File: config.mk
export PLATFORM = sky130hd
export DESIGN_NAME = sbc_branch_ctl
export DESIGN_NICKNAME = d
export VERILOG_FILES = /design/src/shared/sbc_pkg.sv /design/src/logic/sbc_branch_ctl.sv
export SDC_FILE = /design/constraint.sdc
export NUM_CORES = 1
export LEC_CHECK = 0
export ABC_AREA = 0
export BUFFER_PORTS_ARGS = -buffer_cell sky130_fd_sc_hd__buf_2
export CAP_MARGIN = 10
export CORE_AREA = 2 2 165 167
export CTS_CLUSTER_SIZE = 20
export DETAILED_ROUTE_END_ITERATION = 7
export DIE_AREA = 0 0 167 169
export GPL_TIMING_DRIVEN = 0
export PLACE_DENSITY = 0.82
export RECOVER_POWER = 100
export SYNTH_ARGS = -nofsm -noshare
export SYNTH_HDL_FRONTEND = slang
export SYNTH_SLANG_ARGS = --single-unit
export TNS_END_PERCENT = 100
File: constraint.sdc
create_clock -name sys_clk -period 2.9 [get_ports sys_clk]
set_input_delay 0.58 -clock sys_clk [delete_from_list [all_inputs] [get_ports sys_clk]]
set_output_delay 0.58 -clock sys_clk [all_outputs]
set_load 0.05 [all_outputs]
File: src/shared/sbc_pkg.sv
// Shared constants and types for the sequencer branch control block
package sbc_pkg;
    // Register offsets
    localparam logic [7:0] ADDR_CTRL    = 8'h00;
    localparam logic [7:0] ADDR_FLAGS   = 8'h04;
    localparam logic [7:0] ADDR_START   = 8'h08;
    localparam logic [7:0] ADDR_DPTR    = 8'h0C;
    localparam logic [7:0] ADDR_DDATA   = 8'h10;
    localparam logic [7:0] ADDR_STATUS  = 8'h14;
    localparam logic [7:0] ADDR_IRQADDR = 8'h18;
    localparam logic [7:0] ADDR_DIAG    = 8'h1C;
    // Control register bit positions
    localparam int CTRL_RUN   = 0;
    localparam int CTRL_ARE   = 1;
    localparam int CTRL_INIT  = 2;
    localparam int CTRL_WSCSI = 3;
    localparam int CTRL_WDMA  = 4;
    localparam int CTRL_SRST  = 7;
    // Status register bit positions
    localparam int ST_RUN  = 0;
    localparam int ST_LAST = 1;
    localparam int ST_IRQ  = 2;
    localparam int ST_RESV = 3;
    localparam int ST_ODD  = 4;
    localparam int ST_BKUP = 5;
    localparam int ST_HALT = 6;
    // Reset values and the pad byte
    localparam logic [7:0] FLAGS_RST = 8'h00;
    localparam logic [6:0] PC_RST    = 7'h00;
    localparam logic [7:0] PAD_BYTE  = 8'h00;
    // Condition codes with fixed meaning
    localparam logic [4:0] CC_PHASE = 5'h10;
    localparam logic [4:0] CC_ATN   = 5'h11;
    localparam logic [4:0] CC_IDF   = 5'h12;
    localparam logic [4:0] CC_IMM   = 5'h13;
    localparam logic [4:0] CC_LAST  = 5'h14;
    localparam logic [4:0] CC_TCZ   = 5'h15;
    localparam logic [4:0] CC_ALW   = 5'h16;
    // Reset mode stretch after the pin or the soft bit
    localparam int CLK_PERIOD_NS = 100;
    localparam int RST_HOLD_NS   = 400;
    localparam logic [2:0] RST_HOLD_CYC =
        3'((RST_HOLD_NS + CLK_PERIOD_NS - 1) / CLK_PERIOD_NS);

    // One control store word, as seen by this block
    typedef struct packed {
        logic [4:0] exec_control_code;
        logic [6:0] branch_target;
        logic       halt_sel;
        logic       invert;
        logic       irq_req;
        logic [3:0] count_field;
        logic [3:0] phase_field;
        logic       fifo_xfer;
    } sbc_instr_t;

    // Bus and count state sampled at evaluation
    typedef struct packed {
        logic [3:0] bus_phase;
        logic       atn;
        logic       id_match;
        logic       tc_zero;
        logic       tc_pipe_empty;
        logic       tc_final_load;
    } sbc_bus_t;

    typedef enum logic [4:0] {
        SBC_IDLE = 5'b0_0001,
        SBC_XFER = 5'b0_0010,
        SBC_POST = 5'b0_0100,
        SBC_CMPW = 5'b0_1000,
        SBC_EVAL = 5'b1_0000
    } sbc_seq_t;

    // Complete module state
    typedef struct packed {
        sbc_seq_t   st;
        logic [6:0] pc;
        logic [6:0] start_pc;
        logic       are;
        logic       initiator;
        logic       wide_scsi;
        logic       wide_dma;
        logic [7:0] flags;
        logic [4:0] dptr;
        logic       last;
        logic       irq_flag;
        logic [6:0] irq_addr;
        logic       resv;
        logic       byte_odd;
        logic       backup_req;
        logic       final_word;
        logic       pad_word;
        logic       halted;
        logic [2:0] rst_cnt;
        logic       soft_rst;
        logic [7:0] rdata;
    } sbc_state_t;
endpackage : sbc_pkg

File: src/logic/sbc_branch_ctl.sv
// Sequencer execution control: branch test, halt, irq, reset mode, odd bytes
//
// Design decisions made here: the strobed register port and the placing of the registers.
`timescale 1ns/1ns

// Behaviour
// - Test condition only after transfer and errors
// - Codes 0-7 test user condition flags
// - Codes 8-F test masked compares 0-7
// - Code 10 tests phase field against bus
// - Code 11 true while ATN asserted
// - Code 12 tests identification match flag
// - Code 13 compares immediate byte with store
// - Code 14 tests zero count from final load
// - Code 15 tests empty pipeline and zero count
// - Code 16 is always true
// - Last flag set at zero, cleared next transfer
// - Compare waits for store writes, uses pointer
// - Compare and evaluate first, then branch
// - Irq bit sets flag and latches address
// - Target with enable answers ATN; target skips phase check
// - Initiator mismatch with enable pauses to evaluation
// - Invert bit takes branch on false condition
// - Halt select one halts, zero jumps
// - Byte zero even, parity kept over disconnect
// - Wide odd disconnect: word or backup request
// - Narrow bus, wide DMA: pad with zero
// - Reset mode: defaults, diag reads, no writes
// - Pin or soft bit enter stretched reset mode
// - Residues valid on clean stop, else invalid
module sbc_branch_ctl #(
    parameter int DPS_DEPTH = 32
) (
    input  wire logic                sys_clk,
    input  wire logic                rst_n,
    input  wire logic                hw_reset_pin_n,
    input  wire logic [7:0]          reg_addr,
    input  wire logic [7:0]          reg_wdata,
    input  wire logic                reg_wr,
    input  wire logic                reg_rd,
    output logic      [7:0]          reg_rdata,
    input  wire sbc_pkg::sbc_instr_t instr,
    input  wire sbc_pkg::sbc_bus_t   bus_stat,
    input  wire logic [7:0]          masked_cmp,
    input  wire logic                xfer_done,
    input  wire logic                phase_mismatch,
    input  wire logic                dps_wr_busy,
    input  wire logic                dps_wr,
    input  wire logic [7:0]          dps_wdata,
    input  wire logic                byte_moved,
    input  wire logic                odd_disconnect,
    input  wire logic                clean_stop,
    input  wire logic                residue_kill,
    output logic      [6:0]          seq_addr,
    output logic                     seq_running,
    output logic                     seq_irq_flag,
    output logic                     last_flag,
    output logic                     residue_valid,
    output logic                     final_word,
    output logic                     pad_word,
    output logic      [7:0]          pad_byte,
    output logic                     reset_mode
);
    localparam int PW = $clog2(DPS_DEPTH);

    sbc_pkg::sbc_state_t s;
    sbc_pkg::sbc_state_t next_s;
    logic [7:0] dps_mem [DPS_DEPTH];
    logic [7:0] dps_byte;
    logic       cond;
    logic       take;
    logic       wr_ok;

    // Condition select by execution control code
    function automatic logic cond_eval(input sbc_pkg::sbc_instr_t i,
                                       input logic [7:0] flg,
                                       input logic [7:0] mc,
                                       input sbc_pkg::sbc_bus_t b,
                                       input logic [7:0] db);
        logic r;
        r = 1'b0;
        if (i.exec_control_code[4:3] == 2'b00) begin
            r = flg[i.exec_control_code[2:0]];
        end else if (i.exec_control_code[4:3] == 2'b01) begin
            r = mc[i.exec_control_code[2:0]];
        end else begin
            case (i.exec_control_code)
                sbc_pkg::CC_PHASE: r = (i.phase_field == b.bus_phase);
                sbc_pkg::CC_ATN:   r = b.atn;
                sbc_pkg::CC_IDF:   r = b.id_match;
                sbc_pkg::CC_IMM:   r = ({i.phase_field, i.count_field} == db);
                sbc_pkg::CC_LAST:  r = b.tc_zero && b.tc_final_load;
                sbc_pkg::CC_TCZ:   r = b.tc_pipe_empty && b.tc_zero;
                sbc_pkg::CC_ALW:   r = 1'b1;
                default:           r = 1'b0;
            endcase
        end
        return r;
    endfunction : cond_eval

    // Byte at the store pointer, always the compare source
    assign dps_byte = dps_mem[s.dptr[PW-1:0]];

    // Branch decision with optional inversion
    always_comb begin
        cond = cond_eval(instr, s.flags, masked_cmp, bus_stat, dps_byte);
        take = cond ^ instr.invert;
    end

    // Writes are refused in reset mode
    assign wr_ok = reg_wr && !s.soft_rst;

    // Next state
    always_comb begin
        next_s            = s;
        next_s.final_word = 1'b0;
        next_s.pad_word   = 1'b0;
        next_s.rdata      = 8'h00;

        // Sequencer flow
        unique case (s.st)
            sbc_pkg::SBC_IDLE: begin
                if (wr_ok && reg_addr == sbc_pkg::ADDR_CTRL && reg_wdata[sbc_pkg::CTRL_RUN]) begin
                    next_s.st     = sbc_pkg::SBC_XFER;
                    next_s.pc     = s.start_pc;
                    next_s.halted = 1'b0;
                end
            end
            sbc_pkg::SBC_XFER: begin
                if (xfer_done) begin
                    next_s.st = sbc_pkg::SBC_POST;
                end else if (s.initiator && s.are && phase_mismatch) begin
                    next_s.st = sbc_pkg::SBC_POST;
                end else if (!s.initiator && s.are && bus_stat.atn) begin
                    next_s.st = sbc_pkg::SBC_POST;
                end
            end
            sbc_pkg::SBC_POST: begin
                // Interrupt address latched before the test
                if (instr.irq_req) begin
                    next_s.irq_addr = s.pc;
                end
                if (instr.fifo_xfer && bus_stat.tc_zero && bus_stat.tc_final_load) begin
                    next_s.last = 1'b1;
                end
                next_s.st = sbc_pkg::SBC_CMPW;
            end
            sbc_pkg::SBC_CMPW: begin
                if (!dps_wr_busy && !dps_wr) begin
                    next_s.st = sbc_pkg::SBC_EVAL;
                end
            end
            sbc_pkg::SBC_EVAL: begin
                // Compare result drives the branch in this cycle
                if (take && instr.halt_sel) begin
                    next_s.st     = sbc_pkg::SBC_IDLE;
                    next_s.halted = 1'b1;
                end else if (take) begin
                    next_s.st = sbc_pkg::SBC_XFER;
                    next_s.pc = instr.branch_target;
                end else begin
                    next_s.st = sbc_pkg::SBC_XFER;
                    next_s.pc = 7'(s.pc + 7'h01);
                end
            end
        endcase

        // New fifo transfer: last flag drops, byte parity restarts if last was set
        if (s.st == sbc_pkg::SBC_XFER && instr.fifo_xfer) begin
            next_s.last = 1'b0;
            if (s.last) begin
                next_s.byte_odd = 1'b0;
            end
        end
        if (byte_moved) begin
            next_s.byte_odd = !next_s.byte_odd;
        end

        // Odd byte disconnect as initiator
        if (odd_disconnect && s.initiator) begin
            if (s.wide_scsi && s.wide_dma) begin
                next_s.final_word = 1'b1;
            end else if (!s.wide_scsi && s.wide_dma) begin
                next_s.pad_word = 1'b1;
            end
        end

        // Register writes
        if (wr_ok) begin
            unique case (reg_addr)
                sbc_pkg::ADDR_CTRL: begin
                    next_s.are       = reg_wdata[sbc_pkg::CTRL_ARE];
                    next_s.initiator = reg_wdata[sbc_pkg::CTRL_INIT];
                    next_s.wide_scsi = reg_wdata[sbc_pkg::CTRL_WSCSI];
                    next_s.wide_dma  = reg_wdata[sbc_pkg::CTRL_WDMA];
                end
                sbc_pkg::ADDR_FLAGS: next_s.flags    = reg_wdata;
                sbc_pkg::ADDR_START: next_s.start_pc = reg_wdata[6:0];
                sbc_pkg::ADDR_DPTR:  next_s.dptr     = reg_wdata[4:0];
                sbc_pkg::ADDR_STATUS: begin
                    // Clear first, hardware set below wins
                    if (reg_wdata[sbc_pkg::ST_IRQ]) begin
                        next_s.irq_flag = 1'b0;
                    end
                    if (reg_wdata[sbc_pkg::ST_BKUP]) begin
                        next_s.backup_req = 1'b0;
                    end
                end
                default: ;
            endcase
        end
        if (s.st == sbc_pkg::SBC_POST && instr.irq_req) begin
            next_s.irq_flag = 1'b1;
        end
        if (odd_disconnect && s.initiator && s.wide_scsi && !s.wide_dma) begin
            next_s.backup_req = 1'b1;
        end

        // Residue validity
        if (clean_stop) begin
            next_s.resv = 1'b1;
        end
        if (residue_kill) begin
            next_s.resv = 1'b0;
        end

        // Register reads, answered next cycle; reset mode overrides below
        if (reg_rd) begin
            unique case (reg_addr)
                sbc_pkg::ADDR_CTRL: begin
                    next_s.rdata = {3'b000, s.wide_dma, s.wide_scsi,
                                    s.initiator, s.are, 1'b0};
                end
                sbc_pkg::ADDR_FLAGS:   next_s.rdata = s.flags;
                sbc_pkg::ADDR_START:   next_s.rdata = {1'b0, s.start_pc};
                sbc_pkg::ADDR_DPTR:    next_s.rdata = {3'b000, s.dptr};
                sbc_pkg::ADDR_DDATA:   next_s.rdata = dps_byte;
                sbc_pkg::ADDR_STATUS: begin
                    next_s.rdata = {1'b0, s.halted, s.backup_req, s.byte_odd,
                                    s.resv, s.irq_flag, s.last,
                                    (s.st != sbc_pkg::SBC_IDLE)};
                end
                sbc_pkg::ADDR_IRQADDR: next_s.rdata = {1'b0, s.irq_addr};
                default:               next_s.rdata = 8'h00;
            endcase
        end

        // Soft reset request
        if (wr_ok && reg_addr == sbc_pkg::ADDR_CTRL && reg_wdata[sbc_pkg::CTRL_SRST]) begin
            next_s.soft_rst = 1'b1;
            next_s.rst_cnt  = sbc_pkg::RST_HOLD_CYC;
        end

        // Reset mode: defaults everywhere, soft bit held until exit
        if (!hw_reset_pin_n || s.soft_rst) begin
            next_s            = '0;
            next_s.st         = sbc_pkg::SBC_IDLE;
            next_s.flags      = sbc_pkg::FLAGS_RST;
            next_s.pc         = sbc_pkg::PC_RST;
            next_s.start_pc   = sbc_pkg::PC_RST;
            next_s.soft_rst   = 1'b1;
            next_s.rdata      = (reg_rd && reg_addr == sbc_pkg::ADDR_DIAG) ? 8'h01 : 8'h00;
            if (!hw_reset_pin_n) begin
                next_s.rst_cnt = sbc_pkg::RST_HOLD_CYC;
            end else if (s.rst_cnt > 3'h1) begin
                next_s.rst_cnt = 3'(s.rst_cnt - 3'h1);
            end else begin
                next_s.rst_cnt  = 3'h0;
                next_s.soft_rst = 1'b0;
            end
        end
    end

    // State register
    always_ff @(posedge sys_clk or negedge rst_n) begin
        if (!rst_n) begin
            s          <= '0;
            s.st       <= sbc_pkg::SBC_IDLE;
            s.flags    <= sbc_pkg::FLAGS_RST;
            s.pc       <= sbc_pkg::PC_RST;
            s.start_pc <= sbc_pkg::PC_RST;
        end else begin
            s <= next_s;
        end
    end

    // Dual port store: transfer writes and processor data writes
    always_ff @(posedge sys_clk) begin
        if (dps_wr) begin
            dps_mem[s.dptr[PW-1:0]] <= dps_wdata;
        end else if (wr_ok && reg_addr == sbc_pkg::ADDR_DDATA) begin
            dps_mem[s.dptr[PW-1:0]] <= reg_wdata;
        end
    end

    // Outputs straight from the state register, pad byte a constant
    assign reg_rdata     = s.rdata;
    assign seq_addr      = s.pc;
    assign seq_running   = (s.st != sbc_pkg::SBC_IDLE);
    assign seq_irq_flag  = s.irq_flag;
    assign last_flag     = s.last;
    assign residue_valid = s.resv;
    assign final_word    = s.final_word;
    assign pad_word      = s.pad_word;
    assign pad_byte      = sbc_pkg::PAD_BYTE;
    assign reset_mode    = s.soft_rst;
endmodule : sbc_branch_ctl

Word level (Yosys, flattened, before mapping)
Memories as Yosys holds them, arrays and structs flattened.
Cells that the tools add are included.
{"block": "op_classes", "add_sub_neg": 2, "n_mul": 0, "n_div": 0, "order_cmp": 2, "eq_ne": 28, "shift": 0, "n_mux": 62, "bitwise_logic": 2, "reduce_logical": 63}
{"op": "$mux 63", "n": 1}
{"op": "$pmux 8 s7", "n": 1}
{"op": "$eq 5x5->1 const B", "n": 8}
{"op": "$mux 7", "n": 5}
{"op": "$mux 1", "n": 33}
{"op": "$eq 8x5->1 const B", "n": 4}
{"op": "$reduce_bool 3->1", "n": 10}
{"op": "$mux 5", "n": 5}
{"op": "$pmux 5 s5", "n": 1}
{"op": "$mux 24", "n": 1}
{"op": "$mux 8", "n": 3}
{"op": "$logic_and 1x1->1", "n": 23}
{"op": "$eq 8x4->1 const B", "n": 2}
{"op": "$reduce_bool 2->1", "n": 8}
{"op": "$reduce_and 3->1", "n": 5}
{"op": "$pmux 7 s2", "n": 1}
{"op": "$mux 12", "n": 1}
{"op": "$ne 3x3->1 const B", "n": 4}
{"op": "$reduce_and 2->1", "n": 6}
{"op": "$eq 8x3->1 const B", "n": 1}
{"op": "$eq 8x8->1", "n": 1}
{"op": "$logic_not 1->1", "n": 8}
{"op": "$logic_not 8->1", "n": 1}
{"op": "$mux 4", "n": 2}
{"op": "other kinds (21)", "n": 24}
{"block": "word_totals", "regBits": 63, "latch_bits": 0, "ramBits": 256, "rom_bits": 0, "in_bits": 78, "out_inout_bits": 30, "word_cells": 181, "mem_count": 1}
{"name": "dps_mem", "words": 32, "word_bits": 8, "rd": 1, "rd_clocked_by_memory_dff": 0, "write_ports": 1, "line_no": "sbc_branch_ctl.sv:68", "source": "logic [7:0] dps_mem [DPS_DEPTH];"}

Logic depth before layout (Yosys ltp)
An unclocked memory read counts as a cell.
{"block": "logic_depth", "word_depth": 10, "mapped_depth": 14, "depth_no_buf": 10}

Least setup slack after synthesis
No wires, ideal clock.
{"block": "synth_path", "path_type": "input to register", "startpoint": "input port reg_addr[0]", "endpoint": "memory dps_mem[24][0], enable pin", "setup_time_ns": 0.383, "arrival_ns": 3.247, "required_ns": 2.517, "path_slack_ns": -0.730, "cell_stages": 8, "n_path_buf": 2, "path_cell_list": "or4_1 or3_1 clkbuf_1 nor3b_2 a21oi_1 or3_1 clkbuf_1 nor3_1"}
{"block": "synth_via", "elab_chain_cells": 6}
{"element": "start: declaration", "line_no": "sbc_branch_ctl.sv:37", "source": "input wire logic [7:0] reg_addr,"}
{"element": "$eq 8x5->1", "line_no": "sbc_branch_ctl.sv:291", "source": "end else if (wr_ok && reg_addr == sbc_pkg::ADDR_DDATA) begin"}
{"element": "$logic_and 1x1->1", "line_no": "sbc_branch_ctl.sv:291"}
{"element": "$mux 1", "line_no": "sbc_branch_ctl.sv:291"}
{"element": "$mux 1", "line_no": "sbc_branch_ctl.sv:289", "source": "if (dps_wr) begin"}
{"element": "$mux 1 (not written as such)", "line_no": "sbc_branch_ctl.sv:292", "source": "dps_mem[s.dptr[PW-1:0]] <= reg_wdata;"}
{"element": "$or 1x1->1 (no line)"}
{"element": "end: declaration", "line_no": "sbc_branch_ctl.sv:68"}
No other way between the ends.

Worst setup path after layout
{"block": "layout_path", "startpoint": "register s[27] (netlist bit)", "endpoint": "register s (netlist bit seq_addr[2])"}
{"block": "layout_via", "elab_chain_cells": 10, "elab_cells_between_ends": 13, "cone_classes": "2 x eq/ne; 7 x mux; 1 x bitwise; 2 x reduce/logical; 1 x memory"}
{"element": "start: declaration", "line_no": "sbc_branch_ctl.sv:66", "source": "sbc_pkg::sbc_state_t s;"}
{"element": "start signal: assignment", "line_no": "sbc_branch_ctl.sv:283", "source": "s <= next_s;"}
{"element": "$mem_v2 32x8 (*)"}
{"element": "$eq 8x8->1 (*)", "line_no": "sbc_branch_ctl.sv:91", "source": "sbc_pkg::CC_IMM: r = ({i.phase_field, i.count_field} == db);"}
{"element": "$pmux 1 s7 (*)", "line_no": "sbc_branch_ctl.sv:87", "source": "case (i.exec_control_code)"}
{"element": "$mux 1 (*)", "line_no": "sbc_branch_ctl.sv:84", "source": "end else if (i.exec_control_code[4:3] == 2'b01) begin"}
{"element": "$mux 1 (*)", "line_no": "sbc_branch_ctl.sv:82", "source": "if (i.exec_control_code[4:3] == 2'b00) begin"}
{"element": "$xor 1x1->1 (*)", "line_no": "sbc_branch_ctl.sv:107", "source": "take = cond ^ instr.invert;"}
{"element": "$mux 7", "line_no": "sbc_branch_ctl.sv:158", "source": "end else if (take) begin"}
{"element": "$mux 7", "line_no": "sbc_branch_ctl.sv:155", "source": "if (take && instr.halt_sel) begin"}
{"element": "$pmux 7 s2", "line_no": "sbc_branch_ctl.sv:121", "source": "unique case (s.st)"}
{"element": "$mux 63", "line_no": "sbc_branch_ctl.sv:255", "source": "if (!hw_reset_pin_n || s.soft_rst) begin"}
Mark *: on every way between the ends. The rest lies on a longest branch, timed or not. The select of a mux whose other input is x is not followed.
A chain may end at the register's enable or synchronous reset.

==> results.json <==
{
  "outcome": "finished with violations",
  "violations_in_the_final_reports": "capacitance limit, slew limit, setup timing",
  "fin_worst_skew_ps": 38.6,
  "syn-cell-area_um2": 14100,
  "clock_power_share": 0.417,
  "maximum_number_of_pins_on_one_net_before_global_route_repair": 64,
  "hold_start": "residue_kill",
  "pwr_density_cell_nw_per_um2": 553,
  "final_worst_path_period_share": 1.14,
  "drv_slew": 64,
  "fp.dieArea_um2": 28200,
  "globalplace.congestion": 0.979,
  "fin_crit_ps": 3320,
  "tritoncts": "done",
  "critical_path_required_ps": 3350,
  "cts-root-to-sink-buffers": 3,
  "initial_utilization": 0.534,
  "core_region_area_um2": 26500,
  "global_route.overflow_total": 0,
  "clkSinkCount": 319,
  "top_level_ports": 108,
  "finalSetupTns_ps": -5650,
  "path_class": "reg -> reg",
  "final_nets": 1253,
  "crit_path_max_fanout": 10,
  "synth-warning-count": 0,
  "critical_path_arrival_ps": 3760,
  "synth_async_sr_flop_share": 0.197,
  "cts-hold-fix-buffers": 0,
  "area_growth_pct": 24.8,
  "min_to": "residue_valid",
  "tightestPinTransition_ps": 1600,
  "setup-violations-final": 49,
  "rsz0062_at_grt": "true",
  "grt_antenna_before_repair": 0,
  "worst_path_cell_trace": "buf_6 > or4b_4 > o22ai_1 > nor4_1 > nand2_2 > xor2_2 > nor4_4 > a21oi_4 > xnor2_4 > buf_12 > mux2i_4 > o211ai_2",
  "ys_types": 77,
  "critical_path.reg2reg.startpoint": "s[27]",
  "timing.critical_path.from_type": "register",
  "cap_viol_max_count": 1,
  "r2r_cells": 12,
  "ff2ff_setup_slack_ps": -420,
  "leakagePower_nw": 5.95,
  "max-vdd-ir-drop_v": 0.000573,
  "p_switching_mw": 2.28,
  "p_total_mw": 9.75,
  "post_synth_edffs": 256,
  "sw_frac_of_total": 0.234,
  "post-dp-hpwl_mm": 27.1,
  "critical_path.n_buffers_inverters": 2,
  "grt_util_all_layers": 0.287,
  "drt_pass1_iterations": 7,
  "synthDominantCellAreaShare": 0.544,
  "holdCritPathClass": "in -> reg",
  "worstHoldPathCells": 2,
  "insertedDiodeCount": 0,
  "wl_per_cell_um": 27.5,
  "grt_first_pass_wirelength_mm": 60.2,
  "postSynthCellCount": 995,
  "cts.reportedPaths.clkPinSlew_ps": 60,
  "synthTopCellsByArea": "sky130_fd_sc_hd__edfxtp_1, sky130_fd_sc_hd__dfrtp_1, sky130_fd_sc_hd__mux2i_1",
  "clock_insertion_delay_worst_skew_ps": 600,
  "layout.cells.most_common": "sky130_fd_sc_hd__edfxtp_1",
  "drt_iter0_markers": 1454,
  "layout-drive-gt1-share": 0.336,
  "h_tree_lvls": 1,
  "max_stage_delay_ps": 640,
  "antenna_violating_nets_post_route": 0,
  "internal_power_mw": 7.47,
  "core.rowCount": 60,
  "power.share.combinational": 0.068,
  "port_buffers": 93,
  "fmaxAchievable_mhz": 302,
  "sequential_group_share_of_total_power": 0.514,
  "number_of_buffers_created_by_cts": 31,
  "crit_path_leading_delay_family": "simple AND/OR/NAND/NOR gates",
  "slew_headroom": -0.0682,
  "first_element_of_the_critical_path": "s[27]",
  "routed-via-count": 9985,
  "finalWorstSetupSlack_ps": -417,
  "detail_route.wirelength_mm": 42.3,
  "crit_path_end_kind": "register",
  "layout_common_cells": "sky130_fd_sc_hd__edfxtp_1, sky130_fd_sc_hd__mux2i_1, sky130_fd_sc_hd__buf_2, sky130_fd_sc_hd__nand2_1, sky130_fd_sc_hd__dfrtp_1",
  "pre_cts_ws_ps": -1220,
  "yosys_most_used_dff": "sky130_fd_sc_hd__edfxtp_1",
  "via_count_of_the_first_global_routing_pass": 9554,
  "critical_path.reg2reg.endpoint": "seq_addr[2]",
  "fp.dieW_um": 167,
  "die-height_um": 169,
  "count_of_state_elements_after_synthesis": 319,
  "vias_per_cell": 6.50,
  "synth.largest_area_cell": "sky130_fd_sc_hd__edfxtp_1",
  "cp_slowest_cell": "sky130_fd_sc_hd__or4b_4",
  "post-route-drc-count": 0,
  "finalHoldViolations": 0,
  "seq_area_frac_synth": 0.655,
  "average_size_of_a_mapped_cell_um2": 14.2,
  "clock_tree.root_cell": "sky130_fd_sc_hd__clkbuf_16"
}
-- metal layers --
metal | wire (um) | track usage | part of all wire
met1 | 15500 | 0.366 | 0.37
met3 | 4280 | 0.0542 | 0.10
met2 | 20500 | 0.491 | 0.48
met5 | 0 | 0 | 0
met4 | 1990 | 0.106 | 0.047
-- sequential cells by signal (all words and copies together) (netlist names) --
| register | cells |
|---|---|
| seq_addr | 7 |
| reset_mode | 1 |
| dps_mem | 256 |
| s | 42 |
| seq_irq_flag | 1 |
| last_flag | 1 |
| residue_valid | 1 |
| final_word | 1 |
| pad_word | 1 |
| reg_rdata | 8 |
-- worst max path at each step --
stage | endpoint | slack (ps) | depth (start not counted)
after floorplan | dps_mem[24][0] | -280 | 8
after global placement | dps_mem[15][1] | -1150 | 8
after detailed placement | dps_mem[31][1] | -1220 | 8
after CTS | seq_addr[5] | -330 | 14
after global routing | seq_addr[6] | -490 | 16
final | seq_addr[2] | -420 | 12
-- Yosys cell counts, types with 6 or more instances --
master / n
sky130_fd_sc_hd__buf_2: 15
sky130_fd_sc_hd__nand4_1: 7
sky130_fd_sc_hd__a21oi_1: 39
sky130_fd_sc_hd__o211ai_2: 6
sky130_fd_sc_hd__nor3_1: 10
sky130_fd_sc_hd__o21ai_0: 9
sky130_fd_sc_hd__mux2i_1: 141
sky130_fd_sc_hd__buf_4: 26
sky130_fd_sc_hd__a22o_1: 7
sky130_fd_sc_hd__clkbuf_1: 28
sky130_fd_sc_hd__buf_6: 11
sky130_fd_sc_hd__a22oi_1: 8
sky130_fd_sc_hd__xor2_1: 6
sky130_fd_sc_hd__nand3_1: 34
sky130_fd_sc_hd__a31oi_1: 11
sky130_fd_sc_hd__o22ai_1: 64
sky130_fd_sc_hd__nand2_1: 70
sky130_fd_sc_hd__nor2b_1: 6
sky130_fd_sc_hd__mux2_2: 10
sky130_fd_sc_hd__nor4_1: 15
sky130_fd_sc_hd__edfxtp_1: 256
sky130_fd_sc_hd__xnor2_1: 10
sky130_fd_sc_hd__dfrtp_1: 62
sky130_fd_sc_hd__nor2_1: 52
sky130_fd_sc_hd__nand4bb_1: 6
-- per-stage QoR --
stage / cell area (um^2) / hold WS, ps / std cells / util
final: 17600 / 174 / 1537 / 0.666
after global routing: 17600 / 165 / 1537 / 0.666
after CTS: 17100 / 127 / 1517 / 0.644
after detailed placement: 15300 / 481 / 1436 / 0.578
after global placement: 15300 / 472 / 1436 / 0.578
after floorplan: 14400 / 284 / 1002 / -
-- kinds of logic after synthesis --
group           synth area share
compound gates            0.0796
xor+xnor                  0.0142
fa+ha+maj                0.00266
buf+inv                   0.0373
flops                      0.655
mux                        0.114
other cells             0.000265
simple gates              0.0965
-- timing repair --
item / 4_1_cts / 5_1_grt
setup endpoints to repair: 206 / 18
gates cloned: 1 / 3
pin swaps: 18 / 27
gates resized for setup: 108 / 77
setup buffers: 27 / 17
-- power by group through the flow --
stage | combinational [mW] | clock (mW) | sequential (mW)
floorplan | 0.352 | 0 | 5.12
global placement | 0.586 | 0 | 5.11
detailed placement | 0.605 | 0 | 5.11
CTS | 0.644 | 4.04 | 5.01
global route | 0.717 | 4.21 | 5.02
finish | 0.666 | 4.07 | 5.01
-- area by class of cell --
type,count,area [um^2]
Tap cell,341,427
Fill cell,1834,8860
Buffer,79,698
Sequential cell,319,9270
Timing Repair Buffer,141,956
Inverter,4,15.0
Clock inverter,23,219
Clock buffer,34,797
Multi-Input combinational cell,596,5260
No activity file was read; power rests on OpenSTA's default activity.
